===== config.mk =====
export PLATFORM = sky130hd
export DESIGN_NAME = stfd_top
export DESIGN_NICKNAME = d
export VERILOG_FILES = /design/src/stfd_pkg.sv /design/src/stfd_if.sv /design/src/stfd_digit_dec.sv /design/src/stfd_top.sv
export SDC_FILE = /design/constraint.sdc
export NUM_CORES = 1
export LEC_CHECK = 0
export ABC_AREA = 0
export BUFFER_PORTS_ARGS = -buffer_cell sky130_fd_sc_hd__buf_2
export CAP_MARGIN = 25
export CORE_MARGIN = 2
export CORE_UTILIZATION = 35
export DETAILED_ROUTE_END_ITERATION = 8
export SLEW_MARGIN = 30
export SYNTH_ARGS = -nofsm -noshare
export SYNTH_HDL_FRONTEND = slang
export SYNTH_SLANG_ARGS = --single-unit

===== constraint.sdc =====
create_clock -name core_clk_in -period 2.3 [get_ports core_clk_in]
set_clock_uncertainty 0.15 [all_clocks]
set_input_delay 0.23 -clock core_clk_in [delete_from_list [all_inputs] [get_ports core_clk_in]]
set_output_delay 0.23 -clock core_clk_in [all_outputs]
set_load 0.02 [all_outputs]

===== src/stfd_pkg.sv =====
// package: constants and types for the sheet tester fault display
package stfd_pkg;
  localparam int unsigned CLK_HZ          = 200_000_000;
  localparam int unsigned SELFTEST_MS     = 10_000;
  localparam int unsigned WARMUP_MS       = 180_000;
  localparam int unsigned FLASH_MS        = 250;
  localparam int unsigned SPIN_MS         = 100;
  localparam int unsigned SELFTEST_CYC    = SELFTEST_MS * (CLK_HZ / 1000);
  // wider than 32 bits: three minutes of cycles would wrap an int
  localparam longint unsigned WARMUP_CYC  = longint'(WARMUP_MS) * longint'(CLK_HZ / 1000);
  localparam int unsigned FLASH_CYC       = FLASH_MS * (CLK_HZ / 1000);
  localparam int unsigned SPIN_CYC        = SPIN_MS * (CLK_HZ / 1000);
  localparam logic [6:0]  ERR_NONE        = 7'h00;
  localparam logic [6:0]  ERR_PATH_BUSY   = 7'h58; // 88
  localparam logic [6:0]  ERR_PRESEL      = 7'h59; // 89
  localparam logic [6:0]  ERR_US_BUSY     = 7'h5A; // 90
  localparam logic [6:0]  ERR_US_LOW      = 7'h5B; // 91
  localparam logic [6:0]  ERR_CAP_RANGE   = 7'h5C; // 92
  localparam logic [6:0]  ERR_CAP_GAINSW  = 7'h5D; // 93
  localparam logic [6:0]  ERR_CAP_HIGAIN  = 7'h5E; // 94
  localparam logic [6:0]  ERR_CAP_WARM    = 7'h5F; // 95
  localparam logic [6:0]  SEG_ALL         = 7'h7F;
  localparam logic [6:0]  SEG_OFF         = 7'h00;
  typedef enum logic [1:0] {ST_LAMP, ST_WARM, ST_RUN} stfd_state_t;
endpackage : stfd_pkg


===== src/stfd_if.sv =====
// interface: error code carrier between core and digit decoder
interface stfd_if;
  logic [6:0] code;
  logic [6:0] seg_tens;
  logic [6:0] seg_ones;
  modport core (output code, input seg_tens, seg_ones);
  modport dec  (input code, output seg_tens, seg_ones);
endinterface : stfd_if


===== src/stfd_digit_dec.sv =====
// module: two-digit seven-segment decoder with registered outputs
module stfd_digit_dec
  import stfd_pkg::*;
(
  input  wire logic core_clk_in, // clock
  input  wire logic rst_in,      // sync reset
  stfd_if.dec       dig          // code in, segments out
);
  logic [6:0] tens_d, ones_d, tens_q, ones_q;
  logic [3:0] t, o;

  function automatic logic [6:0] seg7(input logic [3:0] v);
    case (v)
      4'h0: seg7 = 7'h3F;
      4'h1: seg7 = 7'h06;
      4'h2: seg7 = 7'h5B;
      4'h3: seg7 = 7'h4F;
      4'h4: seg7 = 7'h66;
      4'h5: seg7 = 7'h6D;
      4'h6: seg7 = 7'h7D;
      4'h7: seg7 = 7'h07;
      4'h8: seg7 = 7'h7F;
      4'h9: seg7 = 7'h6F;
      default: seg7 = 7'h00;
    endcase
  endfunction : seg7

  always_comb begin
    t      = 4'(dig.code / 7'd10);
    o      = 4'(dig.code % 7'd10);
    tens_d = seg7(t);
    ones_d = seg7(o);
  end

  always_ff @(posedge core_clk_in) begin
    if (rst_in) begin
      tens_q <= 7'h00;
      ones_q <= 7'h00;
    end else begin
      tens_q <= tens_d;
      ones_q <= ones_d;
    end
  end

  assign dig.seg_tens = tens_q;
  assign dig.seg_ones = ones_q;
endmodule : stfd_digit_dec


===== src/stfd_top.sv =====
// module: fault and status indication of the sheet tester
module stfd_top
  import stfd_pkg::*;
#(
  parameter int unsigned SELFTEST_CYCLES = SELFTEST_CYC, // self test length
  parameter longint unsigned WARMUP_CYCLES = WARMUP_CYC, // capacitive warm-up
  parameter int unsigned FLASH_CYCLES    = FLASH_CYC,    // flash half period
  parameter int unsigned SPIN_CYCLES     = SPIN_CYC      // bar step period
)(
  input  wire logic       core_clk_in,       // 200 MHz clock
  input  wire logic       rst_in,            // sync reset, active high
  input  wire logic       activation_in,     // activation control input
  input  wire logic       calibration_in,    // calibration control input
  input  wire logic       path_busy_in,      // measurement path occupied
  input  wire logic       presel_mismatch_in, // presets differ from state
  input  wire logic       us_path_busy_in,   // ultrasonic path occupied
  input  wire logic       us_level_low_in,   // ultrasonic level below limit
  input  wire logic       cap_out_window_in, // capacitive signal out of window
  input  wire logic       cap_gainsw_fail_in, // gain switching failed
  input  wire logic       cap_hi_bad_in,     // high-gain signal out of window
  input  wire logic       cap_sensor_sel_in, // capacitive sensor configured
  input  wire logic       cap_high_gain_in,  // high gain stage selected
  input  wire logic       mode23_info_in,    // two-of-three mode status bit
  output logic      [6:0] seg_left_out,      // left digit segments a..g
  output logic      [6:0] seg_right_out,     // right digit segments a..g
  output logic            dp_left_out,       // left decimal point
  output logic            dp_right_out,      // right decimal point
  output logic            led_yellow_out,    // yellow lamp
  output logic            led_green_out,     // green lamp
  output logic            led_red_out,       // red lamp
  output logic            ref_discard_out,   // one-cycle: drop stored reference
  output logic            ready_out          // normal indication active
);
  // ****************************************
  // state and timers
  // ****************************************
  stfd_state_t st_d, st_q;
  logic [35:0] tmr_d, tmr_q;
  logic [6:0]  err_d, err_q;
  logic        act_q, cal_q, act_d, cal_d;
  logic        fl_d, fl_q;
  logic [31:0] flc_d, flc_q;
  logic [2:0]  spin_d, spin_q;
  logic [31:0] spc_d, spc_q;
  logic        disc_d, disc_q;
  logic        act_rise, cal_rise, clr;
  logic [6:0]  new_err;
  stfd_if      dig ();

  stfd_digit_dec u_dec (
    .core_clk_in (core_clk_in),
    .rst_in      (rst_in),
    .dig         (dig)
  );

  assign act_rise = activation_in & ~act_q;
  assign cal_rise = calibration_in & ~cal_q;
  assign clr      = act_rise | cal_rise;

  // later checks win so the newest detection is shown
  always_comb begin
    new_err = ERR_NONE;
    if (st_q == ST_LAMP && tmr_q == 36'd0 && us_path_busy_in)
      new_err = ERR_US_BUSY;
    if (st_q == ST_LAMP && us_level_low_in && !us_path_busy_in)
      new_err = ERR_US_LOW;
    if (st_q == ST_LAMP && cap_sensor_sel_in && cap_out_window_in)
      new_err = ERR_CAP_RANGE;
    if (st_q == ST_LAMP && cap_sensor_sel_in && cap_gainsw_fail_in)
      new_err = ERR_CAP_GAINSW;
    if (st_q == ST_LAMP && cap_sensor_sel_in && cap_hi_bad_in)
      new_err = ERR_CAP_HIGAIN;
    if (st_q == ST_WARM && st_d == ST_RUN && cap_out_window_in)
      new_err = ERR_CAP_WARM;
    if (st_q == ST_RUN && act_rise && presel_mismatch_in)
      new_err = ERR_PRESEL;
    if (st_q == ST_RUN && act_rise && path_busy_in)
      new_err = ERR_PATH_BUSY;
  end

  always_comb begin
    st_d   = st_q;
    tmr_d  = tmr_q + 36'd1;
    act_d  = activation_in;
    cal_d  = calibration_in;
    // reference is dropped even when a higher code wins the display
    disc_d = (st_q == ST_LAMP && tmr_q == 36'd0 && us_path_busy_in);
    case (st_q)
      ST_LAMP: if (tmr_q >= 36'(SELFTEST_CYCLES - 1)) begin
        st_d  = cap_sensor_sel_in ? ST_WARM : ST_RUN;
        tmr_d = 36'd0;
      end
      ST_WARM: if (tmr_q >= 36'(WARMUP_CYCLES - 1)) begin
        st_d  = ST_RUN;
        tmr_d = 36'd0;
      end
      ST_RUN:  tmr_d = tmr_q;
      default: st_d = ST_LAMP;
    endcase
    // new error beats a clear in the same cycle
    err_d = err_q;
    if (clr)
      err_d = ERR_NONE;
    if (new_err != ERR_NONE)
      err_d = new_err;
    flc_d = flc_q + 32'd1;
    fl_d  = fl_q;
    if (flc_q >= 32'(FLASH_CYCLES - 1)) begin
      flc_d = 32'd0;
      fl_d  = ~fl_q;
    end
    spc_d  = spc_q + 32'd1;
    spin_d = spin_q;
    if (spc_q >= 32'(SPIN_CYCLES - 1)) begin
      spc_d  = 32'd0;
      spin_d = (spin_q == 3'd5) ? 3'd0 : spin_q + 3'd1;
    end
  end

  always_ff @(posedge core_clk_in) begin
    if (rst_in) begin
      st_q   <= ST_LAMP;
      tmr_q  <= 36'd0;
      err_q  <= ERR_NONE;
      act_q  <= 1'b0;
      cal_q  <= 1'b0;
      fl_q   <= 1'b0;
      flc_q  <= 32'd0;
      spin_q <= 3'd0;
      spc_q  <= 32'd0;
      disc_q <= 1'b0;
    end else begin
      st_q   <= st_d;
      tmr_q  <= tmr_d;
      err_q  <= err_d;
      act_q  <= act_d;
      cal_q  <= cal_d;
      fl_q   <= fl_d;
      flc_q  <= flc_d;
      spin_q <= spin_d;
      spc_q  <= spc_d;
      disc_q <= disc_d;
    end
  end

  assign dig.code = err_q;

  // ****************************************
  // display composition
  // ****************************************
  logic [6:0] sl_d, sr_d, sl_q, sr_q;
  logic       dl_d, dr_d, dl_q, dr_q, ly_d, lg_d, lr_d, ly_q, lg_q, lr_q;

  always_comb begin
    sl_d = SEG_OFF;
    sr_d = SEG_OFF;
    dl_d = mode23_info_in;
    dr_d = cap_high_gain_in;
    ly_d = 1'b0;
    lg_d = 1'b1;
    lr_d = 1'b0;
    if (err_q != ERR_NONE) begin
      sl_d = fl_q ? dig.seg_tens : SEG_OFF;
      sr_d = fl_q ? dig.seg_ones : SEG_OFF;
      lg_d = 1'b0;
      lr_d = 1'b1;
    end else if (st_q == ST_LAMP) begin
      sl_d = SEG_ALL;
      sr_d = SEG_ALL;
      dl_d = 1'b1;
      dr_d = 1'b1;
      ly_d = 1'b1;
      lr_d = 1'b1;
    end else if (st_q == ST_WARM) begin
      sl_d = 7'(7'h01 << spin_q);
      sr_d = 7'(7'h01 << spin_q);
      lg_d = 1'b0;
    end else begin
      sr_d = {5'h00, calibration_in, activation_in};
    end
  end

  always_ff @(posedge core_clk_in) begin
    if (rst_in) begin
      sl_q <= SEG_ALL;
      sr_q <= SEG_ALL;
      dl_q <= 1'b1;
      dr_q <= 1'b1;
      ly_q <= 1'b1;
      lg_q <= 1'b1;
      lr_q <= 1'b1;
    end else begin
      sl_q <= sl_d;
      sr_q <= sr_d;
      dl_q <= dl_d;
      dr_q <= dr_d;
      ly_q <= ly_d;
      lg_q <= lg_d;
      lr_q <= lr_d;
    end
  end

  assign seg_left_out    = sl_q;
  assign seg_right_out   = sr_q;
  assign dp_left_out     = dl_q;
  assign dp_right_out    = dr_q;
  assign led_yellow_out  = ly_q;
  assign led_green_out   = lg_q;
  assign led_red_out     = lr_q;
  assign ref_discard_out = disc_q;
  assign ready_out       = (st_q == ST_RUN);

  // ****************************************
  // checks
  // ****************************************
  property p_path_busy;
    @(posedge core_clk_in) disable iff (rst_in)
      (st_q == ST_RUN && act_rise && path_busy_in) |=> (err_q == ERR_PATH_BUSY);
  endproperty
  a_path_busy: assert property (p_path_busy) else $error("error 88 not flagged");

  property p_presel;
    @(posedge core_clk_in) disable iff (rst_in)
      (st_q == ST_RUN && act_rise && presel_mismatch_in && !path_busy_in) |=> (err_q == ERR_PRESEL);
  endproperty
  a_presel: assert property (p_presel) else $error("error 89 not flagged");

  property p_us_busy;
    @(posedge core_clk_in) disable iff (rst_in)
      (st_q == ST_LAMP && tmr_q == 36'd0 && us_path_busy_in && !cap_sensor_sel_in)
        |=> (err_q == ERR_US_BUSY && ref_discard_out);
  endproperty
  a_us_busy: assert property (p_us_busy) else $error("error 90 or discard missing");

  property p_clear;
    @(posedge core_clk_in) disable iff (rst_in)
      (clr && new_err == ERR_NONE) |=> (err_q == ERR_NONE) ##1 (!led_red_out || $past(st_q) == ST_LAMP);
  endproperty
  a_clear: assert property (p_clear) else $error("error not cleared by pulse");

  property p_lamp;
    @(posedge core_clk_in) disable iff (rst_in)
      (st_q == ST_LAMP && err_q == ERR_NONE) |=> (seg_left_out == SEG_ALL && led_yellow_out && dp_left_out);
  endproperty
  a_lamp: assert property (p_lamp) else $error("lamp test incomplete");

  property p_ready_green;
    @(posedge core_clk_in) disable iff (rst_in)
      (ready_out && err_q == ERR_NONE) ##1 (err_q == ERR_NONE) |-> (led_green_out && !led_red_out);
  endproperty
  a_ready_green: assert property (p_ready_green) else $error("green lamp wrong");

  property p_gain_dp;
    @(posedge core_clk_in) disable iff (rst_in)
      (st_q != ST_LAMP && st_d != ST_LAMP) |=> (dp_right_out == $past(cap_high_gain_in));
  endproperty
  a_gain_dp: assert property (p_gain_dp) else $error("gain point wrong");

  property p_mode_dp;
    @(posedge core_clk_in) disable iff (rst_in)
      (st_q != ST_LAMP && st_d != ST_LAMP) |=> (dp_left_out == $past(mode23_info_in));
  endproperty
  a_mode_dp: assert property (p_mode_dp) else $error("mode point wrong");

  property p_warm;
    @(posedge core_clk_in) disable iff (rst_in)
      (st_q == ST_WARM && err_q == ERR_NONE) |=> ($onehot(seg_left_out) && !led_green_out);
  endproperty
  a_warm: assert property (p_warm) else $error("rotating bar wrong during warm-up");
endmodule : stfd_top


==> Word-level counts from Yosys, hierarchy flattened <==
Memory sizes are Yosys's and may differ from the RTL's. A register that Yosys moved wholly into a read port is not among the register bits.
Index checks and enable logic that the tools add are counted.
{ "word_totals": {"regBits": 135, "romBits": 224, "out_inout_bits": 21, "n_memories": 2} }
{ "op_classes": {"n_addsub": 4, "div": 2, "n_lt_le_gt_ge": 4, "eq_ne": 4, "shifts": 1, "muxes": 35, "n_bitwise": 6, "n_reduce_logical": 22} }
{ "mem_list": {"columns": ["memory", "words", "width", "rd", "rd_clocked_by_memory_dff", "write_ports", "line", "rtl"], "rows": [
  ["(name not given)", 16, 7, 1, 1, 0, "stfd_digit_dec.sv:13", "case (v)"],
  ["(name not given)", 16, 7, 1, 1, 0, "stfd_digit_dec.sv:13", null]
]} }
{ "ops": {"columns": ["operator", "count"], "rows": [
  ["$mux W7", 18],
  ["$pmux W36 S3", 1],
  ["$mux W36", 2],
  ["$add A32 B1 Y32 const B", 2],
  ["$add A36 B1 Y36 const B", 1],
  ["$ge A36 B31 Y1 const B", 1],
  ["$ge A36 B36 Y1 const B", 1],
  ["$logic_not A36 Y1", 1],
  ["$ge A32 B25 Y1 const B", 1],
  ["$ge A32 B26 Y1 const B", 1],
  ["$reduce_bool A7 Y1", 2],
  ["$logic_and A1 B1 Y1", 13],
  ["$mux W1", 9],
  ["$div A7 B4 Y7 const B", 1],
  ["$mod A7 B4 Y7 const B", 1],
  ["$shl A1 B3 Y7 const A", 1],
  ["$mux W2", 3],
  ["$pmux W2 S3", 1],
  ["$reduce_or A2 Y1", 3],
  ["$eq A2 B2 Y1 const B", 2],
  ["$add A3 B1 Y3 const B", 1],
  ["$eq A3 B3 Y1 const B", 1],
  ["$mux W3", 1],
  ["$not A1 Y1", 3],
  ["other kinds (6)", 7]
]} }

==> Logic depth before layout (Yosys ltp) <==
Gate-level depths: netlist (run 1).
{ "depth": {"ltp_word": 13, "ltp_mapped": 10, "ltp_nobuf": 10} }

==> Cells and area by module <==
From an unflattened synthesis (run 1), not the netlist that was laid out.
{ "unflattened": {"hier_cells": 824, "hier_area_um2": 7169.4} }
{ "modules_own_cells": {"columns": ["module", "n_inst", "cells_per_inst", "area_per_inst_um2"], "rows": [
  ["stfd_top", 1, 665, 5814.3],
  ["stfd_digit_dec", 1, 159, 1355.0]
]} }

==> Worst setup path before layout (run 1) <==
Ideal clock, no wire load.
{ "synth_path": {"kind": "reg2reg", "start": "register tmr_q[31]", "end": "register tmr_q[19]", "setup_ns": 0.064, "t_arrival_ns": 2.260, "required_time_ns": 2.086, "slack_ns": -0.174, "stages_incl_launch_ff": 9, "period_less_slack_ns": 2.474, "path_cell_list": "dfxtp_1 -> or4_4 -> a2111o_1 -> a2111oi_2 -> nor2_1 -> a211o_1 -> buf_6 -> buf_12 -> nor2_4"} }
{ "synth_between": {"elab_chain_cells": 3} }
{ "synth_lines": {"columns": ["item", "line", "rtl"], "rows": [
  ["start: declaration", "stfd_top.sv:38", "logic [35:0] tmr_d, tmr_q;"],
  ["start signal: assignment", "stfd_top.sv:134", "tmr_q <= tmr_d;"],
  ["$ge A36 B36 Y1 / $ge A36 B31 Y1 (equally long branches)", "stfd_top.sv:93, stfd_top.sv:89", null],
  ["$mux W36 (on tied branches)", "stfd_top.sv:93, stfd_top.sv:89", null],
  ["$pmux W36 S3 *", "stfd_top.sv:88", "case (st_q)"]
]} }
Every way passes the cells marked *; elsewhere a longest branch is shown, timed or not.
A chain may end at the register's enable or synchronous reset.

==> Worst setup path after layout (run 1) <==
{ "layout_path": {"start": "register tmr_q[34]", "end": "register tmr_q[23]"} }
Same word-level chain as after synthesis.

==> metrics.md, run 1 <==
| Metric | Value |
|---|---|
| GR Overflow Total | `0` |
| Final cell count without fillers | `1080` |
| Placed insts | `1034` |
| Ports | `35` |
| Worst slack, placed | `-228 ps` |
| Kind of critical path | `flop to flop` |
| Max Clock Freq | `400 MHz` |
| Critical path's largest stage delay | `550 ps` |
| Area leader, netlist | `dfxtp_1` |
| Reg2reg setup slack | `-200 ps` |
| P&R area growth vs syn | `26.0%` |
| N_diodes | `0` |
| FF/Latch Area | `2930 sq um` |
| Register-to-Register Path Depth | `7` |
| Setup TNS | `-6490 ps` |
| Slowest CP cell | `or4_4` |
| Vias in the first global route | `4959` |
| Clock-pin transition on the worst setup and hold timing paths | `60 ps` |
| Fillers | `1851` |
| Die Ht | `141 um` |
| Drt via density | `4.83` |
| Status | `complete, but fails checks` |
| Clk root buf | `clkbuf_16` |
| Worst slew pin tran | `493 ps` |
| WL per Instance | `13.3 um` |
| Peak supply drop | `0.535 mV` |
| Yosys warns | `0` |
| Mapped Avg Cell Area | `9.12 sq um` |
| Crit path max fanout | `14` |
| Multi-input gate area | `3650 sq um` |
| WHS Endpoint | `dig.code[0]$_SDFFE_PP0P_` |
| Post-synth ARST share | `0` |
| Synth unique cells | `63` |
| Register area share after synthesis | `0.442` |
| Synth Register Bits | `146` |
| Die area | `20000 sq um` |
| Largest cells by area after synthesis | `dfxtp_1 44%, xor2_1 6.5%, nor2_1 5.1%, nor2_4 5.1%, xnor2_1 4.2%` |
| Total power | `5.99 mW` |
| R2R Path Start | `tmr_q[34]$_SDFFE_PP0N_` |
| RSZ-0062 raised after global routing | `true` |
| Tmin final | `2500 ps` |
| CTS tree | `done` |
| Violated checks | `setup timing` |
| Relative slew margins | `0.669` |
| DRC | `0` |
| Antenna violations before repair | `0` |
| Largest net degree at the start of global routing | `31` |
| Clock sink count | `146` |
| Final net count | `863` |
| Final GP Congestion | `0.824` |
| CP Capture Type | `flop` |
| CP arrival | `2710 ps` |
| Total GRT Usage | `0.148` |
| Critical hold path startpoint | `cap_out_window_in` |
| MaxCap Viol Count | `0` |
| Setup violators final | `41` |
| CTS max path bufs | `2` |
| Hold Path Class | `input port to flop` |
| # port buffers | `34` |
| Post-synth EDFFs | `0` |
| DR vias | `5213` |
| Global-route wire length before repair | `24000 um` |
| Cell count after synthesis | `725` |
| Final Hold Viols | `0` |
| Worst-Skew Late Latency | `420 ps` |
| Power per cell area | `719 nW/um^2` |
| Crit Reg-Reg Endpoint | `tmr_q[23]$_SDFFE_PP0N_` |
| Slew Viols, Final | `0` |
| Die Width | `141 um` |
| Most used DFF post-synth | `dfxtp_1` |
| WHS Path Cells | `3` |
| Layout cells sized above 1 | `0.225` |
| Row count | `50` |
| H-tree level count | `4` |
| Setup ws final | `-199 ps` |
| WL final | `14400 um` |
| Total CTS buffers | `17` |
| DRT iter0 DRCs | `252` |
| Final design utilization | `0.447` |
| Cells along the critical path | `or4_4 -> a2111o_1 -> a2111oi_2 -> nor2_1 -> a211o_4 -> buf_12 -> nor2_4` |
| Synth top area share | `0.442` |
| Core footprint | `18600 sq um` |
| Drt first pass iters | `4` |
| DRT antenna net count | `0` |
| Pleak | `3.12 nW` |
| Post-DP HPWL | `10100 um` |
| Fin crit share | `1.09` |
| Syn Std Cell Area | `6610 sq um` |
| CP startpoint kind | `flop` |
| Initial cell density of the core | `0.355` |
| Req. time, crit path | `2510 ps` |
==> timing repair <==
action / in CTS / in global routing
gates cloned: 2 / 0
hold buffers: 6 / 0
endpoints found under the hold margin: 7 / 0
buffers inserted: 3 / 4
resized for setup: 12 / 24
endpoints found under the setup margin: 39 / 43
pin swaps: 5 / 15
==> metal layers <==
layer	share of wire	wire, um	global-route usage	up-vias
li1	-	-	-	2703
met1	0.50	7150	0.195	2419
met2	0.46	6580	0.240	76
met3	0.031	447	0.0381	15
met4	0.015	218	0.0437	0
met5	0	0	0	-
==> critical path, delay by kind of cell, from the launching register on <==
family / cells / cell delay (ps)
AND/OR/NAND/NOR: 3 / 750
AO/OA/AOI/OAI: 3 / 1010
buffers and inverters: 1 / 200
flip-flops: 1 / 320
==> Yosys cell counts, drive strengths merged, types with 9 or more instances <==
library cell	n
o21ai	10
nand3	42
xnor2	32
nand2	59
buf	9
nor3	23
ha	16
a21oi	24
inv	20
nand4	17
xor2	49
and3	20
dfxtp	146
nor4	16
clkbuf	17
nor2	120
==> state kept, by name, indices dropped and copies added, names as in the netlist, 4 cells and up <==
name	flops
flc_q	32
seg_left_out	7
spc_q	32
seg_right_out	7
tmr_q	36
dig.code	4
u_dec.dig.seg_ones	7
u_dec.dig.seg_tens	7
==> area by class of cell <==
| cell class | count | share of cell area |
|---|---|---|
| inverter | 20 | 0.00901 |
| multi-input combinational | 548 | 0.439 |
| clock buffer | 19 | 0.0520 |
| timing repair buffer | 100 | 0.0928 |
| sequential | 146 | 0.351 |
| clock inverter | 13 | 0.0212 |
| tap | 234 | 0.0351 |
==> how the worst max path moves through the flow <==
stage | slack [ps] | depth (start not counted) | startpoint | endpoint
finish | -200 | 7 | tmr_q[34]$_SDFFE_PP0N_ | tmr_q[23]$_SDFFE_PP0N_
global route | -260 | 7 | tmr_q[34]$_SDFFE_PP0N_ | tmr_q[35]$_SDFFE_PP0N_
CTS | -180 | 7 | tmr_q[34]$_SDFFE_PP0N_ | tmr_q[28]$_SDFFE_PP0N_
detailed placement | -230 | 7 | tmr_q[34]$_SDFFE_PP0N_ | tmr_q[6]$_SDFFE_PP0N_
global placement | -190 | 7 | tmr_q[34]$_SDFFE_PP0N_ | tmr_q[7]$_SDFFE_PP0N_
floorplan | -140 | 8 | tmr_q[34]$_SDFFE_PP0N_ | tmr_q[34]$_SDFFE_PP0N_
==> cell usage in the layout (no fill, tap or decap), types with 4 or more instances in the layout <==
cell type,count
a21o_1,6
a21oi_1,21
a31oi_1,6
and2_1,6
and3_1,19
and4_1,4
buf_2,34
buf_4,51
buf_6,4
clkbuf_16,17
conb_1,17
dfxtp_1,143
dlygate4sd3_1,6
ha_1,16
inv_1,20
nand2_1,59
nand2b_1,6
nand3_1,42
nand4_1,17
nor2_1,87
nor2_4,33
nor2b_1,5
nor3_1,21
nor3b_1,4
nor4_1,15
nor4b_1,5
o211ai_1,4
o21ai_0,9
or3_1,7
xnor2_1,32
xor2_1,49
==> kinds of logic (layout without fill, tap and decap cells) <==
| family | after synthesis | count (layout) | share of synthesized area |
|---|---|---|---|
| adder cells (fa/ha/maj) | 16 | 16 | 0.0303 |
| AND/OR/NAND/NOR | 349 | 349 | 0.293 |
| flip-flops | 146 | 146 | 0.442 |
| AO/OA/AOI/OAI | 81 | 81 | 0.0848 |
| XOR/XNOR | 81 | 81 | 0.107 |
| other | 2 | 17 | 0.00114 |
| buffers and inverters | 46 | 152 | 0.0356 |
| multiplexers | 4 | 4 | 0.00624 |
==> where the power goes <==
group          switching [mW]  internal [mW]
Clock                    1.11           1.73
Combinational           0.282          0.192
Sequential             0.0460           2.63
Total                    1.44           4.55
==> through the flow <==
| step | area [sq um] | hold slack [ps] |
|---|---|---|
| after floorplan | 6680 | 187 |
| final | 8330 | 43.9 |
| after CTS | 8210 | 24.4 |
| after global routing | 8330 | 36.5 |
| after detailed placement | 7410 | 263 |
| after global placement | 7410 | 262 |
No activity file was read; power rests on OpenSTA's default activity.
==> run 2: changes to the inputs <==
==> constraint.sdc (replaced) <==
create_clock -name core_clk_in -period 2.3 [get_ports core_clk_in]
set_clock_uncertainty 0.15 [all_clocks]
set_input_delay 0 -clock core_clk_in [delete_from_list [all_inputs] [get_ports core_clk_in]]
set_output_delay 0 -clock core_clk_in [all_outputs]
set_load 0.02 [all_outputs]
==> metrics.md, run 2 (same netlist as run 1, synthesis figures left out) <==
| Metric | Value |
|---|---|
| Violated checks | `setup timing` |
| Commonest non-fill, non-tap cell in the layout | `dfxtp_1` |
| Crit path max fanout | `10 (-4)` |
| RSZ-0062 raised after global routing | `true` |
| Total GRT Usage | `0.150 (+0.00172)` |
| Relative slew margins | `0.672 (+0.00317)` |
| Largest registers | `tmr_q: 36 flops, flc_q: 32 flops, spc_q: 32 flops` |
| Final Hold Viols | `0 (unchanged)` |
| Vias in the first global route | `5039 (+1.6%)` |
| MaxCap Viol Count | `0 (unchanged)` |
| DRT antenna net count | `0 (unchanged)` |
| Pleak | `3.10 nW (-0.46%)` |
| Antenna violations before repair | `0 (unchanged)` |
| CP startpoint kind | `flop` |
| Clock-pin transition on the worst setup and hold timing paths | `60 ps (about the same)` |
| WP buf/inv | `1 (unchanged)` |
| Row count | `50 (unchanged)` |
| Core footprint | `18600 sq um (unchanged)` |
| Most frequent cells in the layout | `145 x dfxtp_1, 85 x nor2_1, 59 x nand2_1, 49 x xor2_1, 49 x buf_4` |
| Total CTS buffers | `17 (unchanged)` |
| Clk root buf | `clkbuf_16` |
| Final design utilization | `0.445 (-0.00161)` |
| Largest net degree at the start of global routing | `39 (+26%)` |
| Status | `complete, but fails checks` |
| Slew Viols, Final | `0 (unchanged)` |
| WL final | `14500 um (+0.51%)` |
| CP arrival | `2710 ps (about the same)` |
| Global-route wire length before repair | `24100 um (+0.49%)` |
| Ports | `35 (unchanged)` |
| Worst slew pin tran | `479 ps (-13.4 ps)` |
| Critical path's largest stage delay | `540 ps (about the same)` |
| Worst slack, placed | `-243 ps (-15.1 ps)` |
| Max Clock Freq | `399 MHz (-0.24%)` |
| Drt via density | `4.81 (-0.41%)` |
| Cells along the critical path | `or4_4 -> a2111o_1 -> a2111oi_4 -> nor2_2 -> a211o_4 -> clkbuf_16 -> nor2_4` |
| Post-DP HPWL | `10200 um (+0.90%)` |
| Largest reg by FF count | `tmr_q` |
| Total power | `5.89 mW (-1.7%)` |
| CP Capture Type | `flop` |
| DR vias | `5201 (-0.23%)` |
| Slowest CP cell | `or4_4` |
| Kind of critical path | `flop to flop` |
| P&R area growth vs syn | `25.5%` |
| Clock sink count | `146 (unchanged)` |
| CP top delay family | `compound AO/OA/AOI/OAI gates` |
| DRC | `0 (unchanged)` |
| Power per cell area | `710 nW/um^2 (-1.3%)` |
| H-tree level count | `4 (unchanged)` |
| Fin crit share | `1.09 (+0.00264)` |
| CTS tree | `done` |
| N_diodes | `0 (unchanged)` |
| GR Overflow Total | `0 (unchanged)` |
| Setup ws final | `-205 ps (-6.06 ps)` |
| Worst-Skew Late Latency | `420 ps (about the same)` |
| Hold Path Class | `input port to flop` |
| Die Width | `141 um (unchanged)` |
| Max FFs per register | `36 (unchanged)` |
| # port buffers | `34 (unchanged)` |
| WL per Instance | `13.4 um (+0.32%)` |
| Initial cell density of the core | `0.355 (unchanged)` |
| Die area | `20000 sq um (unchanged)` |
| Req. time, crit path | `2500 ps (about the same)` |
| Setup violators final | `38 (-7.3%)` |
| Drt first pass iters | `4 (unchanged)` |
| Tmin final | `2500 ps (+6.06 ps)` |
| Layout cells sized above 1 | `0.216 (-0.00878)` |
| DRT iter0 DRCs | `236 (-6.3%)` |
| CTS max path bufs | `2 (unchanged)` |
| Final GP Congestion | `0.825 (about the same)` |
| Peak supply drop | `0.496 mV (-7.2%)` |
| Final net count | `866 (+0.35%)` |
| Die Ht | `141 um (unchanged)` |
run 2: tightest hold or removal path: cells and delay by family:
kind	cells	cell delay (ps)
buffers and inverters	2	610
AND/OR/NAND/NOR	1	80
run 2: final cells by class:
| type | count | area, sq um |
|---|---|---|
| clock buffers | 18 | 439 |
| clock inverters | 13 | 153 |
| fillers | 1820 | 10300 |
| inverters | 20 | 75.1 |
| multi-input cells | 548 | 3630 |
| flip-flops and latches | 146 | 2920 |
| well taps | 234 | 293 |
| repair buffers | 103 | 786 |
run 2: report_power, final:
group / switching, mW / internal [mW] / leakage, nW
registers: 0.0449 / 2.63 / 1.20
logic: 0.279 / 0.189 / 1.63
clock network: 1.11 / 1.64 / 0.279
run 2: what timing repair did:
item                                   CTS  global route
setup buffers                            2             1
endpoints found under the hold margin   28             0
hold buffers                            14             0
setup endpoints to repair               39            43
cloned                                   0             1
gates resized for setup                  8            15
pin swaps                                3             6
run 2: final timing paths:
path	to	cells past startpoint	startpoint	slack [ps]
min	dp_left_out$_SDFF_PP1_	3	mode23_info_in	160
max reg2reg	tmr_q[2]$_SDFFE_PP0N_	7	tmr_q[34]$_SDFFE_PP0N_	-200
max	tmr_q[2]$_SDFFE_PP0N_	7	tmr_q[34]$_SDFFE_PP0N_	-200
min reg2reg	seg_left_out[6]$_SDFF_PP1_	1	u_dec.dig.seg_tens[6]$_SDFF_PP0_	280
run 2: routing by layer:
metal / up-vias / wire length (um) / GRT usage
li1: 2708 / - / -
met1: 2423 / 7140 / 0.195
met2: 62 / 6880 / 0.242
met3: 8 / 335 / 0.0425
met4: 0 / 112 / 0.0437
met5: - / 0 / 0
run 2: through the flow:
| stage | instances | area [sq um] | hold slack [ps] | setup TNS [ps] |
|---|---|---|---|---|
| final | 1082 | 8300 | 160 | -6330 |
| after floorplan | 740 | 6680 | -43.4 | -4180 |
| after CTS | 1080 | 8190 | 134 | -5450 |
| after detailed placement | 1033 | 7400 | 38.3 | -7820 |
| after global routing | 1082 | 8300 | 153 | -8620 |
| after global placement | 1033 | 7400 | 39.2 | -5830 |
==> run 3: changes to the inputs <==
Settings changed: REMOVE_ABC_BUFFERS set to 1.
==> metrics.md, run 3 (same netlist as run 1, synthesis figures left out) <==
| Metric | Value |
|---|---|
| Largest reg by FF count | `tmr_q` |
| CTS tree | `done` |
| Cells along the critical path | `or4_4 -> a2111o_1 -> a2111oi_2 -> nor2_1 -> a211o_4 -> buf_12 -> nor2_4` |
| Drt via density | `4.84 (+0.71%)` |
| Ports | `35 (unchanged)` |
| DRT antenna net count | `0 (unchanged)` |
| DR vias | `5262 (+1.2%)` |
| Hold Path Class | `input port to flop` |
| CP Capture Type | `flop` |
| CP arrival | `2730 ps (+20 ps)` |
| DRC | `0 (unchanged)` |
| WL per Instance | `12.8 um (-4.3%)` |
| Clock-pin transition on the worst setup and hold timing paths | `70 ps (about the same)` |
| Violated checks | `setup timing` |
| Fillers | `1800 (-1.1%)` |
| Max Clock Freq | `397 MHz (-0.65%)` |
| Placed insts | `1038 (+0.48%)` |
| # port buffers | `34 (unchanged)` |
| Worst slew pin tran | `721 ps (+241 ps)` |
| WL final | `13900 um (-3.8%)` |
| Final cell count without fillers | `1087 (+0.46%)` |
| R2R Path Start | `tmr_q[31]$_SDFFE_PP0N_` |
| Fin crit share | `1.10 (+0.00716)` |
| Relative slew margins | `0.515 (-0.157)` |
| N_diodes | `0 (unchanged)` |
| Core footprint | `18600 sq um (unchanged)` |
| Max FFs per register | `36 (unchanged)` |
| GR Overflow Total | `0 (unchanged)` |
| Pleak | `3.16 nW (+1.8%)` |
| Setup violators final | `36 (-5.3%)` |
| Worst slack, placed | `-216 ps (+27.7 ps)` |
| Placed inst area | `7420 sq um (+0.25%)` |
| Worst-Skew Late Latency | `420 ps (about the same)` |
| Slowest CP cell | `or4_4` |
| Critical path's largest stage delay | `550 ps (about the same)` |
| Crit Reg-Reg Endpoint | `tmr_q[16]$_SDFFE_PP0N_` |
| Largest net degree at the start of global routing | `26 (-33%)` |
| Final GP Congestion | `0.843 (+2.2%)` |
| Layout cells sized above 1 | `0.215 (-0.00126)` |
| DRT iter0 DRCs | `342 (+45%)` |
| Critical hold path startpoint | `mode23_info_in` |
| Setup ws final | `-221 ps (-16.5 ps)` |
| Global-route wire length before repair | `23600 um (-2.2%)` |
| Total GRT Usage | `0.145 (-0.00467)` |
| Die area | `20000 sq um (unchanged)` |
| Commonest non-fill, non-tap cell in the layout | `dfxtp_1` |
| Peak supply drop | `0.510 mV (+2.9%)` |
| Post-route cell area | `8320 sq um (+0.24%)` |
| Post-DP HPWL | `9960 um (-2.0%)` |
| Initial cell density of the core | `0.355 (unchanged)` |
| Kind of critical path | `flop to flop` |
| Power per cell area | `708 nW/um^2 (-0.24%)` |
| WHS Path Cells | `3 (unchanged)` |
| MaxCap Viol Count | `0 (unchanged)` |
| Largest registers | `tmr_q: 36 flops, flc_q: 32 flops, spc_q: 32 flops` |
| Clk root buf | `clkbuf_16` |
| Register-to-Register Path Depth | `7 (unchanged)` |
| Total power | `5.89 mW (about the same)` |
| CTS max path bufs | `2 (unchanged)` |
| Crit path max fanout | `11 (+1)` |
| Clock sink count | `146 (unchanged)` |
| Req. time, crit path | `2510 ps (about the same)` |
| Total CTS buffers | `17 (unchanged)` |
| WHS | `148 ps (-11.7 ps)` |
| Final net count | `870 (+0.46%)` |
| Drt first pass iters | `4 (unchanged)` |
| Tmin final | `2520 ps (+16.5 ps)` |
| Die Width | `141 um (unchanged)` |
| WHS Endpoint | `dp_left_out$_SDFF_PP1_` |
| RSZ-0062 raised after global routing | `true` |
| P&R area growth vs syn | `25.8%` |
| Status | `complete, but fails checks` |
| CP startpoint kind | `flop` |
| Antenna violations before repair | `0 (unchanged)` |
| Most frequent cells in the layout | `145 x dfxtp_1, 90 x nor2_1, 59 x nand2_1, 52 x buf_4, 49 x xor2_1` |
| Slew Viols, Final | `0 (unchanged)` |
| H-tree level count | `4 (unchanged)` |
| Reg2reg setup slack | `-220 ps (-20 ps)` |
| Final Hold Viols | `0 (unchanged)` |
| Vias in the first global route | `4920 (-2.4%)` |
| Worst Setup SP | `tmr_q[31]$_SDFFE_PP0N_` |
| Row count | `50 (unchanged)` |
| Die Ht | `141 um (unchanged)` |
[run 3: cell types whose count changed in the layout (fill, tap and decap cells not counted), sizes merged]
cell / change
buf: +4
inv: +6
clkinvlp: -3
bufinv: -1
clkbuf: -1
[run 3: cell type report]
type | instances | area, sq um | area share
Inverter | 20 | 75.1 | 0.00902
Clock buffer | 17 | 425 | 0.0511
Timing Repair Buffer | 107 | 811 | 0.0974
Tap cell | 234 | 293 | 0.0352
Clock inverter | 15 | 163 | 0.0195
Multi-Input combinational cell | 548 | 3630 | 0.436
Sequential cell | 146 | 2920 | 0.351
[run 3: through the flow]
| step | TNS, ps | util |
|---|---|---|
| 5_1_grt | -10150 | 0.446 |
| 6_report | -7220 | 0.446 |
| 3_5_place_dp | -7340 | 0.398 |
| 2_1_floorplan | -52790 | - |
| 3_3_place_gp | -5620 | 0.398 |
| 4_1_cts | -7630 | 0.439 |
[run 3: layer usage]
layer,part of all wire,track usage,up-vias,routed length [um]
li1,-,-,2732,-
met1,0.50,0.198,2437,6970
met2,0.45,0.224,81,6210
met3,0.039,0.0405,12,547
met4,0.013,0.0432,0,185
met5,0,0,-,0
[run 3: worst max path at each step]
stage                                   to  slack (ps)  cells past startpoint
global placement     tmr_q[6]$_SDFFE_PP0N_        -170                      7
global route        tmr_q[33]$_SDFFE_PP0N_        -300                      7
floorplan            tmr_q[5]$_SDFFE_PP0N_       -1470                      6
finish              tmr_q[16]$_SDFFE_PP0N_        -220                      7
CTS                 tmr_q[16]$_SDFFE_PP0N_        -230                      7
detailed placement  tmr_q[26]$_SDFFE_PP0N_        -220                      7
[run 3: report_power, final]
part	switching [mW]	total, mW	leakage [nW]	internal, mW
Clock	1.20	2.75	0.290	1.55
Sequential	0.0443	2.67	1.20	2.63
Combinational	0.281	0.475	1.67	0.194
Total	1.52	5.89	3.16	4.37
[run 3: repair_timing]
| item | 4_1_cts | 5_1_grt |
|---|---|---|
| endpoints found under the hold margin | 22 | 0 |
| resized for setup | 4 | 19 |
| cloned | 0 | 2 |
| pin swaps | 1 | 11 |
| endpoints found under the setup margin | 40 | 48 |
| hold buffers | 14 | 0 |
| buffers inserted | 1 | 1 |
[run 3: worst max-delay path: cells and delay by family, from the launching register on]
kind,cells,cell delay (ps)
buffers and inverters,1,180
and+or+nand+nor,3,780
DFF,1,320
AOI/OAI and AO/OA,3,1030
